--- src/hdl/ephy_pkg.sv ---
package ephy_pkg;
	// Arbitrary identifier values, not tied to any maker
	localparam logic [15:0] ID1 = 16'h0A5A;
	localparam logic [15:0] ID2 = 16'hC3C0;
	localparam logic [4:0] PHY_ADDR = 5'h01;
	localparam logic [4:0] R_CTRL = 5'h00;
	localparam logic [4:0] R_STAT = 5'h01;
	localparam logic [4:0] R_ID1 = 5'h02;
	localparam logic [4:0] R_ID2 = 5'h03;
	localparam logic [4:0] R_ADV = 5'h04;
	localparam logic [4:0] R_LP = 5'h05;
	localparam logic [4:0] R_EXP = 5'h06;
	localparam logic [7:0] OFS_MII_END = 8'h1C;
	localparam logic [7:0] OFS_CHIPRST = 8'h40;
	localparam logic [7:0] OFS_IRQST = 8'h44;
	localparam logic [7:0] OFS_IRQMASK = 8'h48;
	localparam logic [7:0] OFS_RESULT = 8'h4C;
	localparam int B_CTRL_RST = 15;
	localparam int B_SPD = 13;
	localparam int B_ANEN = 12;
	localparam int B_RESTART = 9;
	localparam int B_DUP = 8;
	localparam int B_CHIP_VRST = 3;
	localparam int B_CHIP_DRST = 10;
	localparam int I_AN = 0;
	localparam int I_MDWR = 1;
	localparam int I_VRST = 2;
	localparam logic [15:0] CTRL_RST = 16'h3100;
	localparam logic [15:0] CTRL_WMASK = 16'h7D80;
	localparam logic [15:0] STAT_BASE = 16'h780D;
	localparam logic [15:0] ADV_RST = 16'h01E1;
	localparam logic [15:0] ADV_WMASK = 16'h0DE0;
	localparam logic [15:0] SEL_8023 = 16'h0001;
	localparam logic [5:0] PRE_ONES = 6'h20;
	localparam logic [1:0] MD_OP_RD = 2'h2;
	localparam logic [1:0] MD_OP_WR = 2'h1;
	localparam logic [1:0] BOOT_CYC = 2'h3;
	localparam int CLK_NS = 25;
	localparam int CHIP_RST_NS = 102000;
	localparam logic [11:0] CHIP_RST_CYC = 12'((CHIP_RST_NS + CLK_NS - 1) / CLK_NS);
	typedef enum logic [2:0] {
		AN_BOOT = 3'b000,
		AN_IDLE = 3'b001,
		AN_CLEAR = 3'b010,
		AN_CMPL = 3'b011,
		AN_PAGE = 3'b100,
		AN_RES = 3'b101
	} ephy_an_e;
	typedef enum logic [2:0] {
		MD_IDLE = 3'b000,
		MD_ST = 3'b001,
		MD_HDR = 3'b010,
		MD_TA1 = 3'b011,
		MD_TA2 = 3'b100,
		MD_DATA = 3'b101
	} ephy_md_e;
endpackage

--- src/hdl/ephy_sync.sv ---
`timescale 1ns/100ps
`default_nettype none
module ephy_sync #(
	parameter int W = 1
) (
	input wire logic clk,
	input wire logic rstN,
	input wire logic [W-1:0] din,
	output logic [W-1:0] dout
);
	typedef struct packed {
		logic [W-1:0] s1;
		logic [W-1:0] s2;
	} ephy_sync_s;
	ephy_sync_s q;
	ephy_sync_s n;
	always_comb begin
		n.s1 = din;
		n.s2 = q.s1;
	end
	always_ff @(posedge clk or negedge rstN) begin
		if (!rstN) begin
			q <= '0;
		end else begin
			q <= n;
		end
	end
	assign dout = q.s2;
endmodule // ephy_sync
`default_nettype wire

--- src/hdl/ephy_hcd.sv ---
`timescale 1ns/100ps
`default_nettype none
module ephy_hcd (
	input wire logic [3:0] common,
	output logic pick100,
	output logic pickFull
);
	// Bits from msb: 100 full, 100 half, 10 full, 10 half
	always_comb begin
		pick100 = common[3] | common[2];
		pickFull = common[3] | (~common[2] & common[1]);
	end
endmodule // ephy_hcd
`default_nettype wire

--- src/hdl/ephy_autoneg_regs.sv ---
`timescale 1ns/100ps
`default_nettype none
module ephy_autoneg_regs (
	input wire logic ref_clk,
	input wire logic resetn,
	input wire logic wb_cyc_i,
	input wire logic wb_stb_i,
	input wire logic wb_we_i,
	input wire logic [7:0] wb_adr_i,
	input wire logic [3:0] wb_sel_i,
	input wire logic [31:0] wb_dat_i,
	output logic [31:0] wb_dat_o,
	output logic wb_ack_o,
	input wire logic mdc,
	input wire logic mdioIn,
	output logic mdioOut,
	output logic mdioOe,
	input wire logic duplexPin,
	input wire logic duplexPolStrap,
	input wire logic speedStrap,
	input wire logic reloadStrobe,
	output logic irq,
	output logic opSpeed100,
	output logic opFullDuplex
);
	typedef struct packed {
		logic wbAck;
		logic [31:0] wbDat;
		logic [15:0] ctrl;
		logic [15:0] adv;
		logic [15:0] lp;
		logic anCmpl;
		logic pageRx;
		logic lpAble;
		ephy_pkg::ephy_an_e anSt;
		logic [1:0] boot;
		logic runReq;
		logic resSpd;
		logic resFdx;
		logic parDet;
		logic chipRst3;
		logic [11:0] chipTmr;
		logic [2:0] irqSt;
		logic [2:0] irqMask;
		logic irq;
		ephy_pkg::ephy_md_e mSt;
		logic [5:0] ones;
		logic [3:0] cnt;
		logic [11:0] hdr;
		logic [4:0] mReg;
		logic mRd;
		logic [15:0] sh;
		logic mdcPrev;
		logic mdioOut;
		logic mdioOe;
		logic opSpd;
		logic opFdx;
	} ephy_state_s;

	localparam ephy_state_s ST_RST = '{
		ctrl: ephy_pkg::CTRL_RST,
		adv: ephy_pkg::ADV_RST,
		lp: ephy_pkg::SEL_8023,
		anSt: ephy_pkg::AN_BOOT,
		runReq: 1'h1,
		mSt: ephy_pkg::MD_IDLE,
		default: '0
	};

	ephy_state_s q;
	ephy_state_s n;
	logic rstN;
	logic mdcS;
	logic mdioS;
	logic dupS;
	logic polS;
	logic spdS;
	logic [3:0] common;
	logic pick100;
	logic pickFull;

	////////////////////////////////////////////////////////////////////////////
	function automatic logic [15:0] regRead(input ephy_state_s s, input logic [4:0] idx);
		logic [15:0] r;
		r = 16'hFFFF;
		case (idx)
			ephy_pkg::R_CTRL: r = s.ctrl;
			ephy_pkg::R_STAT: r = ephy_pkg::STAT_BASE | {10'h000, s.anCmpl, 5'h00};
			ephy_pkg::R_ID1: r = ephy_pkg::ID1;
			ephy_pkg::R_ID2: r = ephy_pkg::ID2;
			ephy_pkg::R_ADV: r = s.adv;
			ephy_pkg::R_LP: r = s.lp;
			ephy_pkg::R_EXP: r = {14'h0000, s.pageRx, s.lpAble};
			default: r = 16'hFFFF;
		endcase
		return r;
	endfunction

	function automatic logic [31:0] busRead(input ephy_state_s s, input logic [7:0] aw);
		logic [31:0] r;
		r = 32'h0000_0000;
		if (aw < ephy_pkg::OFS_MII_END) begin
			r[15:0] = regRead(s, aw[6:2]);
		end else if (aw == ephy_pkg::OFS_CHIPRST) begin
			r[ephy_pkg::B_CHIP_VRST] = s.chipRst3;
		end else if (aw == ephy_pkg::OFS_IRQST) begin
			r[2:0] = s.irqSt;
		end else if (aw == ephy_pkg::OFS_IRQMASK) begin
			r[2:0] = s.irqMask;
		end else if (aw == ephy_pkg::OFS_RESULT) begin
			r[2:0] = {s.parDet, s.resFdx, s.resSpd};
		end
		return r;
	endfunction

	function automatic logic [15:0] merge16(input logic [15:0] old, input logic [15:0] d,
		input logic [1:0] sel);
		return {sel[1] ? d[15:8] : old[15:8], sel[0] ? d[7:0] : old[7:0]};
	endfunction

	////////////////////////////////////////////////////////////////////////////
	ephy_sync #(.W(1)) uRstSync (
		.clk(ref_clk),
		.rstN(resetn),
		.din(1'h1),
		.dout(rstN)
	);

	// Straps share the pin synchroniser; they are read only in a run, when it loads the partner and again (speed) at its result step
	ephy_sync #(.W(5)) uPinSync (
		.clk(ref_clk),
		.rstN(rstN),
		.din({mdc, mdioIn, duplexPin, duplexPolStrap, speedStrap}),
		.dout({mdcS, mdioS, dupS, polS, spdS})
	);

	assign common = q.adv[8:5] & q.lp[8:5];

	ephy_hcd uHcd (
		.common(common),
		.pick100(pick100),
		.pickFull(pickFull)
	);

	////////////////////////////////////////////////////////////////////////////
	always_comb begin
		logic rise;
		logic mdCommit;
		logic wbTake;
		logic wrEn;
		logic softRst;
		logic fdxP;
		logic [4:0] wrIdx;
		logic [15:0] wrData;
		logic [15:0] mdWord;
		logic [15:0] chipW;
		logic [2:0] irqSet;
		logic [2:0] irqClr;
		logic [7:0] aw;
		n = q;
		rise = mdcS & ~q.mdcPrev;
		mdWord = {q.sh[14:0], mdioS};
		mdCommit = rise & (q.mSt == ephy_pkg::MD_DATA) & (q.cnt == 4'hF) & ~q.mRd;
		aw = {wb_adr_i[7:2], 2'h0};
		// A bus cycle waits one clock if an MDIO write lands in the same cycle
		wbTake = wb_cyc_i & wb_stb_i & ~q.wbAck & ~mdCommit;
		wrEn = mdCommit | (wbTake & wb_we_i & (aw < ephy_pkg::OFS_MII_END));
		wrIdx = mdCommit ? q.mReg : aw[6:2];
		wrData = mdCommit ? mdWord : merge16(regRead(q, aw[6:2]), wb_dat_i[15:0], wb_sel_i[1:0]);
		chipW = merge16(16'h0000, wb_dat_i[15:0], wb_sel_i[1:0]);
		softRst = reloadStrobe;
		fdxP = (dupS == polS);
		irqSet = 3'h0;
		irqClr = 3'h0;
		n.mdcPrev = mdcS;

		if (q.chipRst3) begin
			if (q.chipTmr == ephy_pkg::CHIP_RST_CYC - 12'h001) begin
				n.chipRst3 = 1'h0;
				irqSet[ephy_pkg::I_VRST] = 1'h1;
			end else begin
				n.chipTmr = q.chipTmr + 12'h001;
			end
		end

		n.wbAck = wbTake;
		if (wbTake) begin
			n.wbDat = busRead(q, aw);
			if (wb_we_i && aw == ephy_pkg::OFS_CHIPRST) begin
				if (chipW[ephy_pkg::B_CHIP_VRST]) begin
					n.chipRst3 = 1'h1;
					n.chipTmr = 12'h000;
					softRst = 1'h1;
				end
				if (chipW[ephy_pkg::B_CHIP_DRST]) begin
					softRst = 1'h1;
				end
			end
			if (wb_we_i && aw == ephy_pkg::OFS_IRQST && wb_sel_i[0]) begin
				irqClr = wb_dat_i[2:0];
			end
			if (wb_we_i && aw == ephy_pkg::OFS_IRQMASK && wb_sel_i[0]) begin
				n.irqMask = wb_dat_i[2:0];
			end
		end

		if (wrEn && wrIdx == ephy_pkg::R_CTRL) begin
			if (wrData[ephy_pkg::B_CTRL_RST]) begin
				softRst = 1'h1;
			end else begin
				n.ctrl = wrData & ephy_pkg::CTRL_WMASK;
				if (wrData[ephy_pkg::B_RESTART] || (wrData[ephy_pkg::B_ANEN] && !q.ctrl[ephy_pkg::B_ANEN])) begin
					n.runReq = 1'h1;
				end
			end
		end
		if (wrEn && wrIdx == ephy_pkg::R_ADV) begin
			n.adv = (wrData & ephy_pkg::ADV_WMASK) | ephy_pkg::SEL_8023;
		end
		if (mdCommit) begin
			irqSet[ephy_pkg::I_MDWR] = 1'h1;
		end

		case (q.anSt)
			ephy_pkg::AN_BOOT: begin
				// Lets the pin synchroniser fill before the first run reads the straps
				n.boot = q.boot + 2'h1;
				if (q.boot == ephy_pkg::BOOT_CYC) begin
					n.anSt = ephy_pkg::AN_IDLE;
				end
			end
			ephy_pkg::AN_IDLE: begin
				if (q.runReq && !q.chipRst3) begin
					n.runReq = 1'h0;
					if (q.ctrl[ephy_pkg::B_ANEN]) begin
						n.anSt = ephy_pkg::AN_CLEAR;
					end
				end
			end
			ephy_pkg::AN_CLEAR: begin
				n.anCmpl = 1'h0;
				n.pageRx = 1'h0;
				n.lpAble = 1'h0;
				// Partner mirrors the fabric; pause follows local request
				n.lp = {4'h0, q.adv[11:10], 1'h0,
					spdS ? (fdxP ? 4'hC : 4'h4) : (fdxP ? 4'h3 : 4'h1), 5'h01};
				n.anSt = ephy_pkg::AN_CMPL;
			end
			ephy_pkg::AN_CMPL: begin
				n.anCmpl = 1'h1;
				n.anSt = ephy_pkg::AN_PAGE;
			end
			ephy_pkg::AN_PAGE: begin
				n.pageRx = 1'h1;
				n.anSt = ephy_pkg::AN_RES;
			end
			ephy_pkg::AN_RES: begin
				if (common != 4'h0) begin
					n.lpAble = 1'h1;
					n.resSpd = pick100;
					n.resFdx = pickFull;
					n.parDet = 1'h0;
				end else begin
					n.lpAble = 1'h0;
					n.resFdx = 1'h0;
					n.resSpd = spdS;
					n.parDet = 1'h1;
					n.lp[8:5] = spdS ? 4'h4 : 4'h1;
				end
				irqSet[ephy_pkg::I_AN] = 1'h1;
				n.anSt = ephy_pkg::AN_IDLE;
			end
			default: n.anSt = ephy_pkg::AN_IDLE;
		endcase

		if (softRst) begin
			n.ctrl = ephy_pkg::CTRL_RST;
			n.adv = ephy_pkg::ADV_RST;
			n.lp = ephy_pkg::SEL_8023;
			n.anCmpl = 1'h0;
			n.pageRx = 1'h0;
			n.lpAble = 1'h0;
			n.runReq = 1'h1;
			if (q.anSt != ephy_pkg::AN_BOOT) begin
				n.anSt = ephy_pkg::AN_IDLE;
			end
		end

		// Forced values only count with negotiation off
		n.opSpd = n.ctrl[ephy_pkg::B_ANEN] ? n.resSpd : n.ctrl[ephy_pkg::B_SPD];
		n.opFdx = n.ctrl[ephy_pkg::B_ANEN] ? n.resFdx : n.ctrl[ephy_pkg::B_DUP];

		// Set wins over a clear in the same cycle
		n.irqSt = (q.irqSt & ~irqClr) | irqSet;
		n.irq = |(n.irqSt & n.irqMask);

		if (rise) begin
			case (q.mSt)
				ephy_pkg::MD_IDLE: begin
					if (mdioS) begin
						if (q.ones != ephy_pkg::PRE_ONES) begin
							n.ones = q.ones + 6'h01;
						end
					end else begin
						if (q.ones == ephy_pkg::PRE_ONES) begin
							n.mSt = ephy_pkg::MD_ST;
						end
						n.ones = 6'h00;
					end
				end
				ephy_pkg::MD_ST: begin
					n.mSt = mdioS ? ephy_pkg::MD_HDR : ephy_pkg::MD_IDLE;
					n.cnt = 4'h0;
				end
				ephy_pkg::MD_HDR: begin
					n.hdr = {q.hdr[10:0], mdioS};
					n.cnt = q.cnt + 4'h1;
					if (q.cnt == 4'hB) begin
						n.mReg = n.hdr[4:0];
						n.mRd = (n.hdr[11:10] == ephy_pkg::MD_OP_RD);
						n.sh = regRead(q, n.hdr[4:0]);
						if (n.hdr[9:5] == ephy_pkg::PHY_ADDR && (n.hdr[11:10] == ephy_pkg::MD_OP_RD
							|| n.hdr[11:10] == ephy_pkg::MD_OP_WR)) begin
							n.mSt = ephy_pkg::MD_TA1;
						end else begin
							n.mSt = ephy_pkg::MD_IDLE;
						end
					end
				end
				ephy_pkg::MD_TA1: begin
					n.mdioOe = q.mRd;
					n.mdioOut = 1'h0;
					n.mSt = ephy_pkg::MD_TA2;
				end
				ephy_pkg::MD_TA2: begin
					n.mdioOut = q.sh[15];
					n.sh = {q.sh[14:0], 1'h0};
					n.cnt = 4'h0;
					n.mSt = ephy_pkg::MD_DATA;
				end
				ephy_pkg::MD_DATA: begin
					n.sh = mdWord;
					n.mdioOut = q.sh[15];
					n.cnt = q.cnt + 4'h1;
					if (q.cnt == 4'hF) begin
						n.mdioOe = 1'h0;
						n.mSt = ephy_pkg::MD_IDLE;
					end
				end
				default: n.mSt = ephy_pkg::MD_IDLE;
			endcase
		end
	end

	always_ff @(posedge ref_clk or negedge rstN) begin
		if (!rstN) begin
			q <= ST_RST;
		end else begin
			q <= n;
		end
	end

	assign wb_ack_o = q.wbAck;
	assign wb_dat_o = q.wbDat;
	assign mdioOut = q.mdioOut;
	assign mdioOe = q.mdioOe;
	assign irq = q.irq;
	assign opSpeed100 = q.opSpd;
	assign opFullDuplex = q.opFdx;
endmodule // ephy_autoneg_regs
`default_nettype wire

--- config.mk ---
export PLATFORM = sky130hd
export DESIGN_NAME = ephy_autoneg_regs
export DESIGN_NICKNAME = d
export VERILOG_FILES = /design/src/hdl/ephy_pkg.sv /design/src/hdl/ephy_sync.sv /design/src/hdl/ephy_hcd.sv /design/src/hdl/ephy_autoneg_regs.sv
export SDC_FILE = /design/constraint.sdc
export NUM_CORES = 1
export LEC_CHECK = 0
export BUFFER_PORTS_ARGS = -buffer_cell sky130_fd_sc_hd__buf_2
export CORE_MARGIN = 2
export CORE_UTILIZATION = 40
export DETAILED_ROUTE_END_ITERATION = 7
export GPL_ROUTABILITY_DRIVEN = 1
export PLACE_DENSITY = 0.67
export SLEW_MARGIN = 20
export SYNTH_ARGS = -nofsm -noshare
export SYNTH_HDL_FRONTEND = slang
export SYNTH_SLANG_ARGS = --single-unit
--- constraint.sdc ---
create_clock -name ref_clk -period 5.75 [get_ports ref_clk]
set_clock_uncertainty 0.2 [all_clocks]
set_input_delay 0.2875 -clock ref_clk [delete_from_list [all_inputs] [get_ports ref_clk]]
set_output_delay 0.2875 -clock ref_clk [all_outputs]
set_load 0.05 [all_outputs]
==> flow_summary.yaml, run 1 <==
flow_run:
  cap_violations: 0
logic_synthesis:
  yosysSeqAreaShare: 0.461
  async_flop_share: 1.00
  synth.avg_cell_area_sq_um: 9.57
  ys_ff_latch: 131
  ys_warn_count: 0
  synthFlopType: "dfrtp_1"
  netlist_area_sq_mm: 0.00713
  synth_cells: 745
  synth_edf_count: 0
  synthDistinctLibCells: 83
routing:
  routed_wl_um: 17300
  route.detailed.drc: 0
  first_pass_iters: 5
  post_drt_wl_per_cell_um: 17.0
  drtIter0Drc: 471
  num_vias: 5742
  avgViaCountPerCell: 5.64
  ant_nets: 0
global_routing:
  grt_max_degree: 75
  grt_pass1_wl_um: 28000
  antenna_found_initial: 0
  grt_usage: 0.191
  grt_pass1_vias: 5414
  gr-total-overflow: 0
sta:
  timing.hold.ws_ps: 73.0
  tightest_slew_ps: 938
  min_period_ps: 3430
  fmax_mhz: 292
  slew_violations: 0
  slew_headroom: 0.373
  period_share: 0.596
  final-hold-violation-count: 0
  fin_ws_ps: 2320
  final.setup.tns_ps: 0
  rsz0062_at_grt: "false"
  finalSetupViolCount: 0
layout:
  drive_gt1_frac: 0.195
  finalNetCount: 841
  area_growth_pct: 13.5
  n_antenna_cell: 0
  design_area_sq_mm: 0.00810
  layout_commonest_cell: "dfrtp_1"
  final_cell_mix: "dfrtp_1 (122), nand2_1 (79), nor2_1 (62)"
floorplan:
  design.die.area_sq_mm: 0.0189
  ios: 93
  die_h_um: 138
  start_util: 0.411
  die_x_um: 138
  core_area_sq_mm: 0.0174
  row_count: 48
hold_path:
  hp-class: "input port to flip-flop"
  min_to: "wb_dat_o[13]$_DFFE_PN0N_"
  hold_path_depth: 4
  worstHoldStart: "wb_adr_i[7]"
worst_setup_path:
  r2r.worst_path.cells: 4
  reg2reg_from: "uPinSync.dout[4]$_DFF_PN0_"
  cp.required_ps: 5860
  start_kind: "flip-flop"
  r2r-end: "q[22]$_DFFE_PN0P_"
  arrival_ps: 3530
  worstSetupStartpoint: "uPinSync.dout[4]$_DFF_PN0_"
  ff2ff_setup_slack_ps: 2320
  path_max_fanout: 14
  critPathKind: "flip-flop to flip-flop"
  crit_path_end_kind: "flip-flop"
clocking:
  cts_setup_buffers: 0
  cts.sink_count: 131
  cts_tree: "done"
  cts.htree.levels: 4
  clockRootBuffer: "clkbuf_16"
  path_clk_slew_ps: 60
  insertion_delay_ps: 430
  clk_path_buf_depth: 2
  hold_buffers: 11
  cts_made_buffers: 17
  cts.repair.resized: 0
place:
  post-dp-hpwl_um: 12000
  port_buffers: 55
  placedInstanceArea_sq_mm: 0.00739
  gp_congestion: 0.901
  post-place-ws_ps: 2370
power_and_ir_drop:
  p_leak_nw: 3.63
  p_comb_frac: 0.101
  p_int_mw: 1.70
  seq_power_share: 0.433
  clockPowerShare: 0.466
  total_power_mw: 2.35
  p_switching_mw: 0.652
  swShare: 0.277
  ir_drop_uv: 231
  powerDensity_mw_per_mm2: 291
outcome:
  status: "complete, no violations"
[layer usage]
layer  wire [um]  up-vias  GRT usage  part of all wire
met5           0        -          0                 0
met4         401        0     0.0756             0.023
met3         813       27     0.0394             0.047
met2        8060      153      0.288              0.47
met1        8000     2832      0.269              0.46
li1            -     2730          -                 -
[state kept, by name, indices dropped and copies added, names as in the netlist]
| name | cells |
|---|---|
| q | 97 |
| wb_dat_o | 16 |
| uPinSync.dout | 5 |
| uPinSync.n | 5 |
| irq | 1 |
| mdioOe | 1 |
| mdioOut | 1 |
| opFullDuplex | 1 |
| opSpeed100 | 1 |
| uRstSync.dout | 1 |
| uRstSync.n | 1 |
| wb_ack_o | 1 |
[final cells by class]
type | count | area [sq um]
Fill cell | 1647 | 9260
Multi-Input combinational cell | 541 | 3440
Sequential cell | 131 | 3290
Clock buffer | 17 | 425
Timing Repair Buffer | 70 | 415
Tap cell | 225 | 282
Clock inverter | 15 | 170
Inverter | 19 | 72.6
[worst max-delay path by stage]
| stage | end | slack, ps | cells past startpoint |
|---|---|---|---|
| after floorplan | irq$_DFF_PN0_ | 1640 | 0 |
| after global placement | q[24]$_DFFE_PN0P_ | 2430 | 4 |
| after detailed placement | q[22]$_DFFE_PN0P_ | 2370 | 4 |
| after CTS | q[22]$_DFFE_PN0P_ | 2350 | 4 |
| after global routing | q[21]$_DFFE_PN0P_ | 2100 | 4 |
| final | q[22]$_DFFE_PN0P_ | 2320 | 4 |
[metrics by stage]
step / std cells / util
global route: 1018 / 0.467
finish: 1018 / 0.467
floorplan: 760 / -
CTS: 1018 / 0.466
global placement: 975 / 0.426
detailed placement: 975 / 0.426
[cells in the mapped netlist, drive strengths merged (9+ instances only)]
master  instances  share of area
inv            18         0.0095
nor3           16          0.012
nand2          79          0.042
mux2           26          0.042
xor2            9          0.011
nor2           64          0.034
o21ai          53          0.038
dfrtp         123           0.43
nand2b         12          0.011
o31ai           9         0.0095
mux2i          19          0.027
buf            39          0.039
a22o            9          0.011
a22oi           9         0.0095
nor2b          11         0.0096
clkbuf         30          0.016
nand3          21          0.016
a21oi          37          0.026
[worst max-delay path, cell delays in order, from the launching register on]
cell,delay [ps]
dfrtp_1,390
nor2b_1,760
nand3_1,640
nor3_1,900
mux2_2,420
[power groups by stage]
stage | sequential [mW] | clock, mW | combinational (mW)
floorplan | 1.04 | 0 | 0.187
global placement | 1.03 | 0 | 0.227
detailed placement | 1.04 | 0 | 0.232
CTS | 1.02 | 1.11 | 0.239
global route | 1.03 | 1.15 | 0.264
finish | 1.02 | 1.10 | 0.238
[cells by family after synthesis]
group | after synthesis | synth area share
simple gates | 255 | 0.179
xor+xnor | 14 | 0.0172
compound gates | 204 | 0.197
buf+inv | 88 | 0.0653
other cells | 2 | 0.00105
fa+ha+maj | 6 | 0.0105
mux | 45 | 0.0688
flops | 131 | 0.461
No activity file was read; power rests on OpenSTA's default activity.
==> inputs of run 2 (changes only) <==
Settings changed: PLACE_DENSITY 0.67 to 0.69.
Clock period 5.75 ns to 3 ns, I/O delays scaled along.
==> run 2 against run 1 <==
Critical path depth up 6; sequential power increased by 91%; largest cell class unchanged; clock power rose by 73%; first-iteration DRC count is 22% higher; clock-buffer cell count up 4; final cell count up 2.7%; sequential share of layout area shrank 0.85 points; critical endpoint is now irq$_DFF_PN0_; sequential cell count unchanged; non-clock buffer count up 27; register-to-register slack lost 2100 ps.
==> flow_summary.yaml, run 2 (synthesis results as in run 1) <==
global_routing:
  antenna_found_initial: 0
  grt_usage: 0.191
  grt_max_degree: 65
  grt_pass1_wl_um: 28100
  met3_usage: 0.0397
  met1_usage: 0.269
  gr-total-overflow: 0
  use_met2: 0.300
  grt_pass1_vias: 5413
  gr-max-usage-layer: "met2"
clocking:
  insertion_delay_ps: 420
  cts_tree: "done"
  path_clk_slew_ps: 60
  cts.htree.levels: 4
  clockRootBuffer: "clkbuf_16"
  clk_path_buf_depth: 2
  cts_made_buffers: 17
  cts.sink_count: 131
layout:
  drive_gt1_frac: 0.215
  largest_register_ffs: 97
  regMostFlops: "q"
  post-route-util: 0.476
  layout_commonest_cell: "dfrtp_1"
  finalNetCount: 868
  layoutNonFillerInstCount: 1045
  area_growth_pct: 16.0
  n_antenna_cell: 0
  final_cell_mix: "dfrtp_1 (122), nand2_1 (79), nor2_1 (63)"
worst_setup_path:
  path_max_fanout: 11
  start_kind: "flip-flop"
  arrival_ps: 2930
  cp.required_ps: 3110
  crit_path_end_kind: "flip-flop"
  critPathKind: "flip-flop to flip-flop"
place:
  gp_congestion: 0.929
  post-dp-hpwl_um: 12200
  port_buffers: 55
  place_inst: 996
  post-place-ws_ps: 96.9
power_and_ir_drop:
  p_leak_nw: 3.75
  powerDensity_mw_per_mm2: 523
  total_power_mw: 4.32
  ir_drop_uv: 418
routing:
  route.detailed.drc: 0
  avgViaCountPerCell: 5.59
  drtIter0Drc: 575
  ant_nets: 0
  num_vias: 5837
  first_pass_iters: 5
  post_drt_wl_per_cell_um: 16.6
  routed_wl_um: 17400
sta:
  finalSetupViolCount: 0
  fmax_mhz: 354
  final-hold-violation-count: 0
  final.setup.tns_ps: 0
  slew_violations: 0
  rsz0062_at_grt: "false"
  min_period_ps: 2820
  slew_headroom: 0.562
  period_share: 0.942
  tightest_slew_ps: 640
  fin_ws_ps: 175
floorplan:
  start_util: 0.411
  die_x_um: 138
  die_h_um: 138
  core_area_sq_mm: 0.0174
  row_count: 48
  design.die.area_sq_mm: 0.0189
  ios: 93
flow_run:
  cap_violations: 0
outcome:
  status: "complete, no violations"
hold_path:
  hp-class: "input port to flip-flop"
[run 2: worst paths after layout]
check,slack [ps],cells after the start,startpoint,to
setup / recovery,180,10,q[39]$_DFFE_PN0P_,irq$_DFF_PN0_
hold / removal,10,4,wb_cyc_i,wb_ack_o$_DFF_PN0_
setup reg to reg,180,10,q[39]$_DFFE_PN0P_,irq$_DFF_PN0_
hold reg to reg,50,0,uRstSync.dout$_DFF_PN0_,uPinSync.dout[1]$_DFF_PN0_
max in group asynchronous,1710,1,uRstSync.dout$_DFF_PN0_,wb_dat_o[8]$_DFFE_PN0N_
min in group asynchronous,50,0,uRstSync.dout$_DFF_PN0_,uPinSync.dout[1]$_DFF_PN0_
[run 2: layout make-up]
type                            count  area, sq um
Multi-Input combinational cell    541         3440
Inverter                           19         72.6
Clock buffer                       21          460
Clock inverter                     11         81.3
Sequential cell                   131         3290
Timing Repair Buffer               97          641
Tap cell                          225          282
Fill cell                        1595         9090
[run 2: timing repair]
item | 4_1_cts | 5_1_grt
setup buffers | 0 | 2
hold endpoints to repair | 25 | 0
endpoints found under the setup margin | 0 | 17
resized for setup | 0 | 2
hold buffers | 15 | 0
[run 2: metal layers]
metal,part of all wire,vias up,routed length [um]
met2,0.47,155,8120
met1,0.46,2886,8030
met5,0,-,0
li1,-,2779,-
met3,0.059,17,1020
met4,0.013,0,227
[run 2: worst max-delay path, cell delays in order, from the launching register on]
cell	delay, ps
dfrtp_1	440
ha_1	270
and3_1	250
and3_1	210
buf_4	180
or2_4	250
clkinv_2	100
nand3_4	90
mux2_4	310
and2_1	140
a221o_1	270
[run 2: per-stage QoR]
step	instance area [sq um]	hold WS (ps)
floorplan	7190	-346
global placement	7560	-263
detailed placement	7560	-262
CTS	8250	4.83
global route	8270	31.9
finish	8270	12.1
[run 2: where the power goes]
group          total [mW]  internal, mW  switching, mW
Clock                1.90          1.10          0.797
Combinational       0.473         0.164          0.308
Sequential           1.95          1.86         0.0874
Total                4.32          3.13           1.19
